### src/rtl/pcc_consts.svh
// constants of the pll core clock control block
`ifndef PCC_CONSTS_SVH
`define PCC_CONSTS_SVH
`define PCC_CTRL_WORD      2'h0
`define PCC_CTRL_RESET     8'h03
`define PCC_CTRL_WMASK     8'hDF
`define PCC_BIT_OSC_HALT   7
`define PCC_BIT_LOCKED     6
`define PCC_BIT_RSVD       5
`define PCC_BIT_EXT_LATCH  4
`define PCC_BIT_FAST_IRQ   3
`define PCC_DIV_MSB        2
`define PCC_DIV_LSB        0
`define PCC_DIV_FASTEST    3'h0
`define PCC_PLL_MULT       9'h180
`define PCC_EXT_SETTLE     2'h3
`define PCC_READ_ZERO      32'h0000_0000
`endif

### src/rtl/pcc_pkg.sv
// types shared by the pll core clock control modules
package pcc_pkg;
    typedef logic [2:0] pcc_div_code_t;
    typedef enum logic [0:0]
    {
        PCC_BUS_IDLE = 1'b0,
        PCC_BUS_DONE = 1'b1
    } pcc_bus_state_t;
endpackage : pcc_pkg

### src/rtl/pcc_div_if.sv
// link between the control register and the core clock divider
`timescale 1ns/1ps
interface pcc_div_if;
    import pcc_pkg::*;
    pcc_div_code_t code;
    logic          tick;
    modport ctrl (output code, input tick);
    modport div  (input code, output tick);
endinterface : pcc_div_if

### src/rtl/pcc_top.sv
// pll core clock control register, lock flag and core clock select
`timescale 1ns/1ps
`include "pcc_consts.svh"
module pcc_top
    import pcc_pkg::*;
(
    input  wire logic        clk_in,
    input  wire logic        rst_in,
    input  wire logic [1:0]  avs_address_in,
    input  wire logic        avs_read_in,
    input  wire logic        avs_write_in,
    input  wire logic [31:0] avs_writedata_in,
    input  wire logic [3:0]  avs_byteenable_in,
    output logic      [31:0] avs_readdata_out,
    output logic             avs_waitrequest_out,
    input  wire logic        pll_lock_in,
    input  wire logic        external_access_pin_in,
    input  wire logic        power_down_in,
    input  wire logic        irq_service_in,
    output logic             osc_enable_out,
    output logic      [8:0]  pll_mult_out,
    output logic             core_clk_en_out
);
    pcc_div_if      div_link ();
    pcc_bus_state_t bus_state;
    pcc_bus_state_t next_bus_state;
    logic [7:0]     ctrl;
    logic [7:0]     next_ctrl;
    logic [31:0]    next_readdata;
    logic           lock_s1;
    logic           lock_s2;
    logic           ext_s1;
    logic           ext_s2;
    logic [1:0]     ext_wait;
    logic [1:0]     next_ext_wait;
    logic           ext_access_pin_latched;
    logic           next_ext_latched;
    logic           next_osc_enable;
    logic           req;
    logic           take;
    logic [7:0]     status;

    ////////////////////////////////////////////////////////////////////
    // bus slave: one wait state, then the answer
    assign req  = avs_read_in | avs_write_in;
    assign take = req && (bus_state == PCC_BUS_DONE);
    assign avs_waitrequest_out = req && (bus_state == PCC_BUS_IDLE);

    // read view of the control register
    always_comb
    begin
        status = ctrl;
        status[`PCC_BIT_LOCKED]    = lock_s2;
        status[`PCC_BIT_RSVD]      = 1'b0;
        status[`PCC_BIT_EXT_LATCH] = ext_access_pin_latched;
    end

    // bus handshake, register update and read data
    always_comb
    begin
        next_bus_state = PCC_BUS_IDLE;
        if (req && bus_state == PCC_BUS_IDLE)
        begin
            next_bus_state = PCC_BUS_DONE;
        end
        next_ctrl = ctrl;
        if (take && avs_write_in && avs_byteenable_in[0]
            && avs_address_in == `PCC_CTRL_WORD)
        begin
            next_ctrl = avs_writedata_in[7:0] & `PCC_CTRL_WMASK;
        end
        next_readdata = avs_readdata_out;
        if (avs_read_in && bus_state == PCC_BUS_IDLE)
        begin
            next_readdata = `PCC_READ_ZERO;
            if (avs_address_in == `PCC_CTRL_WORD)
            begin
                next_readdata[7:0] = status;
            end
        end
    end

    always_ff @(posedge clk_in or posedge rst_in)
    begin
        if (rst_in)
        begin
            bus_state        <= PCC_BUS_IDLE;
            ctrl             <= `PCC_CTRL_RESET;
            avs_readdata_out <= `PCC_READ_ZERO;
        end
        else
        begin
            bus_state        <= next_bus_state;
            ctrl             <= next_ctrl;
            avs_readdata_out <= next_readdata;
        end
    end

    ////////////////////////////////////////////////////////////////////
    // pin synchronisers
    always_ff @(posedge clk_in or posedge rst_in)
    begin
        if (rst_in)
        begin
            lock_s1 <= 1'b0;
            lock_s2 <= 1'b0;
            ext_s1  <= 1'b0;
            ext_s2  <= 1'b0;
        end
        else
        begin
            lock_s1 <= pll_lock_in;
            lock_s2 <= lock_s1;
            ext_s1  <= external_access_pin_in;
            ext_s2  <= ext_s1;
        end
    end

    ////////////////////////////////////////////////////////////////////
    // external-access capture once the synchroniser has settled
    // only the second flop is read; the last load holds the pin level
    // as sampled at the first edge after reset release
    always_comb
    begin
        next_ext_wait    = ext_wait;
        next_ext_latched = ext_access_pin_latched;
        if (ext_wait != `PCC_EXT_SETTLE)
        begin
            next_ext_wait = 2'(ext_wait + 2'h1);
            next_ext_latched = ext_s2;
        end
    end

    always_ff @(posedge clk_in or posedge rst_in)
    begin
        if (rst_in)
        begin
            ext_wait               <= 2'h0;
            ext_access_pin_latched <= 1'b0;
        end
        else
        begin
            ext_wait               <= next_ext_wait;
            ext_access_pin_latched <= next_ext_latched;
        end
    end

    ////////////////////////////////////////////////////////////////////
    // oscillator control and pll multiplier setting
    assign next_osc_enable =
        !(power_down_in && ctrl[`PCC_BIT_OSC_HALT]);

    always_ff @(posedge clk_in or posedge rst_in)
    begin
        if (rst_in)
        begin
            osc_enable_out <= 1'b1;
            pll_mult_out   <= `PCC_PLL_MULT;
        end
        else
        begin
            osc_enable_out <= next_osc_enable;
            pll_mult_out   <= `PCC_PLL_MULT;
        end
    end

    ////////////////////////////////////////////////////////////////////
    // divider code, forced to full rate while servicing an interrupt
    assign div_link.code =
        (ctrl[`PCC_BIT_FAST_IRQ] && irq_service_in) ? `PCC_DIV_FASTEST
        : ctrl[`PCC_DIV_MSB:`PCC_DIV_LSB];
    assign core_clk_en_out = div_link.tick;

    pcc_clkdiv u_div
    (
        .clk_in (clk_in),
        .rst_in (rst_in),
        .link   (div_link)
    );

    ////////////////////////////////////////////////////////////////////
    // checks on oscillator, lock flag, pin capture, divider and bus
    osc_halt_a: assert property (@(posedge clk_in) disable iff (rst_in)
        (power_down_in && ctrl[`PCC_BIT_OSC_HALT]) |=> !osc_enable_out)
        else $error("oscillator not halted in power-down");

    osc_run_a: assert property (@(posedge clk_in) disable iff (rst_in)
        !ctrl[`PCC_BIT_OSC_HALT] |=> osc_enable_out)
        else $error("oscillator stopped with halt bit clear");

    lock_flag_a: assert property (@(posedge clk_in) disable iff (rst_in)
        pll_lock_in [*3] |-> status[`PCC_BIT_LOCKED])
        else $error("lock flag does not follow the pll");

    ext_hold_a: assert property (@(posedge clk_in) disable iff (rst_in)
        (ext_wait == `PCC_EXT_SETTLE) |=> $stable(ext_access_pin_latched))
        else $error("latched pin level changed after capture");

    fast_irq_a: assert property (@(posedge clk_in) disable iff (rst_in)
        (ctrl[`PCC_BIT_FAST_IRQ] && irq_service_in)
        |-> div_link.code == `PCC_DIV_FASTEST)
        else $error("interrupt not serviced at full clock");

    reset_val_a: assert property (@(posedge clk_in)
        $fell(rst_in) |-> ctrl == `PCC_CTRL_RESET)
        else $error("control register reset value wrong");

    wait_state_a: assert property (@(posedge clk_in) disable iff (rst_in)
        (req && bus_state == PCC_BUS_IDLE) |-> avs_waitrequest_out
        ##1 (!req || !avs_waitrequest_out))
        else $error("bus answer timing wrong");

    write_take_a: assert property (@(posedge clk_in) disable iff (rst_in)
        (take && avs_write_in && avs_byteenable_in[0]
         && avs_address_in == `PCC_CTRL_WORD)
        |=> ctrl == ($past(avs_writedata_in[7:0]) & `PCC_CTRL_WMASK))
        else $error("control write not stored");

    mult_a: assert property (@(posedge clk_in) disable iff (rst_in)
        pll_mult_out == `PCC_PLL_MULT)
        else $error("pll multiplier setting wrong");
endmodule : pcc_top

### src/rtl/pcc_clkdiv.sv
// core clock divider, changes ratio only at a period boundary
`timescale 1ns/1ps
`include "pcc_consts.svh"
module pcc_clkdiv
    import pcc_pkg::*;
(
    input  wire logic clk_in,
    input  wire logic rst_in,
    pcc_div_if.div    link
);
    logic [6:0]    count;
    logic [6:0]    next_count;
    pcc_div_code_t cur_code;
    pcc_div_code_t next_cur_code;
    logic [6:0]    last;

    ////////////////////////////////////////////////////////////////////
    // terminal count is two to the code, minus one
    function automatic logic [6:0] pcc_last_count(input pcc_div_code_t c);
        pcc_last_count = 7'((8'h01 << c) - 8'h01);
    endfunction : pcc_last_count

    assign last      = pcc_last_count(cur_code);
    assign link.tick = (count == last);

    // new code only after a whole period, so no short pulse
    always_comb
    begin
        next_count    = link.tick ? 7'h00 : 7'(count + 7'h01);
        next_cur_code = link.tick ? link.code : cur_code;
    end

    always_ff @(posedge clk_in or posedge rst_in)
    begin
        if (rst_in)
        begin
            count    <= 7'h00;
            cur_code <= 3'(`PCC_CTRL_RESET);
        end
        else
        begin
            count    <= next_count;
            cur_code <= next_cur_code;
        end
    end

    ////////////////////////////////////////////////////////////////////
    stable_ratio_a: assert property (@(posedge clk_in) disable iff (rst_in)
        !link.tick |=> $stable(cur_code))
        else $error("divider ratio changed inside a period");

    div_eight_a: assert property (@(posedge clk_in) disable iff (rst_in)
        (link.tick && link.code == 3'h3 && cur_code == 3'h3)
        |=> !link.tick [*7] ##1 link.tick)
        else $error("divide by eight period wrong");

    div_one_a: assert property (@(posedge clk_in) disable iff (rst_in)
        (cur_code == `PCC_DIV_FASTEST) |-> link.tick)
        else $error("full rate must tick every cycle");
endmodule : pcc_clkdiv

### config.mk
export PLATFORM = sky130hd
export DESIGN_NAME = pcc_top
export DESIGN_NICKNAME = d
export VERILOG_FILES = /design/src/rtl/pcc_pkg.sv /design/src/rtl/pcc_div_if.sv /design/src/rtl/pcc_top.sv /design/src/rtl/pcc_clkdiv.sv
export VERILOG_INCLUDE_DIRS = /design/src /design/src/rtl
export SDC_FILE = /design/constraint.sdc
export NUM_CORES = 1
export LEC_CHECK = 0
export ABC_AREA = 1
export BUFFER_PORTS_ARGS = -buffer_cell sky130_fd_sc_hd__buf_4
export CORE_ASPECT_RATIO = 1.5
export CORE_MARGIN = 2
export CORE_UTILIZATION = 30
export DETAILED_ROUTE_END_ITERATION = 7
export GPL_ROUTABILITY_DRIVEN = 1
export PLACE_DENSITY = 0.67
export REMOVE_ABC_BUFFERS = 1
export SLEW_MARGIN = 20
export SYNTH_ARGS = -nofsm -noshare
export SYNTH_HDL_FRONTEND = slang
export SYNTH_SLANG_ARGS = --single-unit
### constraint.sdc
create_clock -name clk_in -period 3.9 [get_ports clk_in]
set_input_delay 0.39 -clock clk_in [delete_from_list [all_inputs] [get_ports clk_in]]
set_output_delay 0.39 -clock clk_in [all_outputs]
set_load 0.03 [all_outputs]
==> impl_results.md <==
* Full die area at 6490 um2
* Boundary Pins at 90
* Vias in the first global route at 1,219
* Initial drt markers at 16
* P_leak at 1.09 nW
* Largest net degree at the start of global routing at 32
* Clk_skew at 0.00988 ns
* Worst path slowest cell: dfstp_2
* CTS tree: built
* DR pass1 iterations at 4
* Tot GR Track Use at 0.102
* Die Height at 97.7 um
* Max FO, Critical Path at 11
* YS warnings at 0
* Post-CTS sizing at 0
* Largest stage delay, worst path at 0.65 ns
* Dpl hpwl at 2.31 mm
* Cell-by-cell trace of the critical path: nor2_4 > nand2_1 > nand3_1 > nor2_2 > nand3_2 > inv_1 > buf_4
* Dominant cell type by area after synthesis: dfrtp_1
* XOR/XNOR share of the synthesized area at 0.0299
* Final wirelength at 3.00 mm
* Max-Cap Viols at 0
* DRC Markers at 0
* CP Buf/Inv Count at 2
* Crit path kind: flip-flop to output port
* Area Overhead vs Synth at 11.5%
* Register area share after synthesis at 0.445
* Worst endpoint data arrival time at 1.82 ns
* Layout cells sized above 1 at 0.251
* Area contributors post-synth: dfrtp_1 (37%), buf_4 (15%), dfstp_2 (7.5%), inv_1 (5.8%), nand2_1 (5.8%)
* Row count at 34
* Min Clock Period, post-route at 2.21 ns
* Max-slew violation count at 0
* Largest family of logic cells by synthesized area: buffers and inverters
* Power Dens Cells at 395 nW/um2
* Final nets at 278
* Antenna Nets Post-Route at 0
* Clock Tree Root: clkbuf_8
* Starting density of the core at 0.306
* CTS H-tree lvls at 2
* Clk slew on worst S/H paths at 0.07 ns
* Core Footprint at 5740 um2
* Multiplexer area fraction after synthesis at 0.0128
* Compound-Gate Fraction of Synth Area at 0.0613
* Top cell family by delay on the critical path: flip-flops
* CTS max path bufs at 2
* Share of the synthesized area in the top cell type at 0.371
* Status: complete, no violations
* Clock Sinks at 31
* Distinct cell type count after synthesis at 25
* Via-to-Cell Ratio at 4.13
* Max Fclk at 452 MHz
* Endpoints failing hold at 0
* RSZ-0062 raised after global routing: false
* Hold Buf Count CTS at 0
* Cells after Synth at 203
* DIE WIDTH at 66.5 um
* GRT Residual Overflow at 0
* Crit path launch type: flip-flop
* Routability Congestion at 0.852
* Port-buffer cells at 25
* Syn avg cell area at 8.65 um2
* Worst setup EP type: output port
* Inserted Clock Buffers at 5
* Post-CTS Setup Bufs at 0
* Synthesized area at 1760 um2
* DP Worst Slack at 1.96 ns
* Yosys reg bits at 31
* Post-route clock period utilization at 0.567
* WL/cell at 9.88 um
* First-pass GRT wire length at 5.18 mm
* TNS Setup at 0 ns
* Pwr Total at 0.773 mW
* Worst vdd ir at 0.274 mV
* Simple-Gate Fraction of Synth Area at 0.202
* Via count at 1,251
* Final setup violation count at 0
* Initial antenna violation count at 0
* ANT cells at 0
* Worst Path Required at 3.51 ns
* Synth Area in Adders at 0.0143
* Clk_lat worst skew at 0.28 ns
* Min-Delay Path Class: input pin to async pin
* Setup WS post-layout at 1.69 ns
[state kept, by name (all words and copies together), names as in the netlist, 2 cells and up]
name / flops
ext_wait: 2
avs_readdata_out: 7
u_div.count: 7
u_div.cur_code: 3
ctrl: 5
[synthesized netlist by cell type]
master    number
inv_1         27
nor3_1         2
nand4_2        1
o21bai_1       1
mux2_2         2
nor2_1        12
nand4_1        4
nor2_2         3
a21oi_1        8
dfrtp_1       26
buf_4         34
buf_2          1
o21ai_0       12
nand3_1       11
nand3_2        2
ha_1           2
nand2_2        9
buf_6          3
nand2_1       27
conb_1         2
xnor2_1        1
nor2_4         1
inv_2          2
xor2_1         5
dfstp_2        5
[layer usage]
metal | track usage | up-vias | routed length (um)
met5 | 0 | - | 0
met3 | 0.0232 | 9 | 164
li1 | - | 615 | -
met1 | 0.111 | 576 | 1130
met2 | 0.176 | 51 | 1620
met4 | 0.0581 | 0 | 78
[per-stage QoR]
stage / instance area [um2] / std cells / utilization / hold WS (ns)
after floorplan: 1580 / 197 / - / 0.331
after global placement: 1870 / 295 / 0.325 / 0.334
after detailed placement: 1870 / 295 / 0.325 / 0.341
after CTS: 1960 / 303 / 0.341 / 0.192
after global routing: 1960 / 303 / 0.341 / 0.205
final: 1960 / 303 / 0.341 / 0.182
[logic make-up (layout without fill, tap and decap cells)]
logic type,Yosys count,in the layout
xor gates and xnor gates,6,6
other,2,34
muxes,2,2
AOI/OAI and AO/OA,21,21
adders and majority gates,2,2
and+or+nand+nor,72,72
buffers and inverters,67,63
DFF,31,31
[layout by cell type, fill, tap and decap left out, drive strengths merged]
master,instances
nand3,13
nand4,5
conb,34
xnor2,1
clkbuf,7
nand2,36
dfstp,5
inv,29
clkinv,1
nor2,16
buf,26
xor2,5
nor3,2
o21bai,1
o21ai,12
dfrtp,26
mux2,2
a21oi,8
ha,2
[tightest hold or removal path, delay by kind of cell]
kind,cells,cell delay (ns)
buffers and inverters,3,0.49
[final timing paths]
| check | start | end | slack, ns | cells after the start |
|---|---|---|---|---|
| min in group clk_in | external_access_pin_in | ext_s1 | 0.22 | 1 |
| max in group asynchronous | rst_in | ctrl[0] | 3.39 | 3 |
| worst min-delay path | rst_in | ext_wait[0] | 0.18 | 3 |
| worst max-delay path | u_div.cur_code[1] | core_clk_en_out | 1.69 | 7 |
| worst min register to register | ext_s1 | ext_s2 | 0.36 | 0 |
| worst max register to register | u_div.cur_code[1] | u_div.cur_code[2] | 2.34 | 7 |
[area by class of cell]
type                    count  area, um2
fillers                   604       3780
clock inverters             1       5.00
well taps                  72       90.1
flip-flops and latches     31        782
clock buffers               7       86.3
multi-input cells         137        691
repair buffers             26        195
inverters                  29        109
[where the power goes]
part / switching (mW) / internal [mW] / leakage (nW)
registers: 0.0176 / 0.355 / 0.359
logic: 0.106 / 0.0394 / 0.685
clock network: 0.114 / 0.142 / 0.0482
No activity file was read; power rests on OpenSTA's default activity.
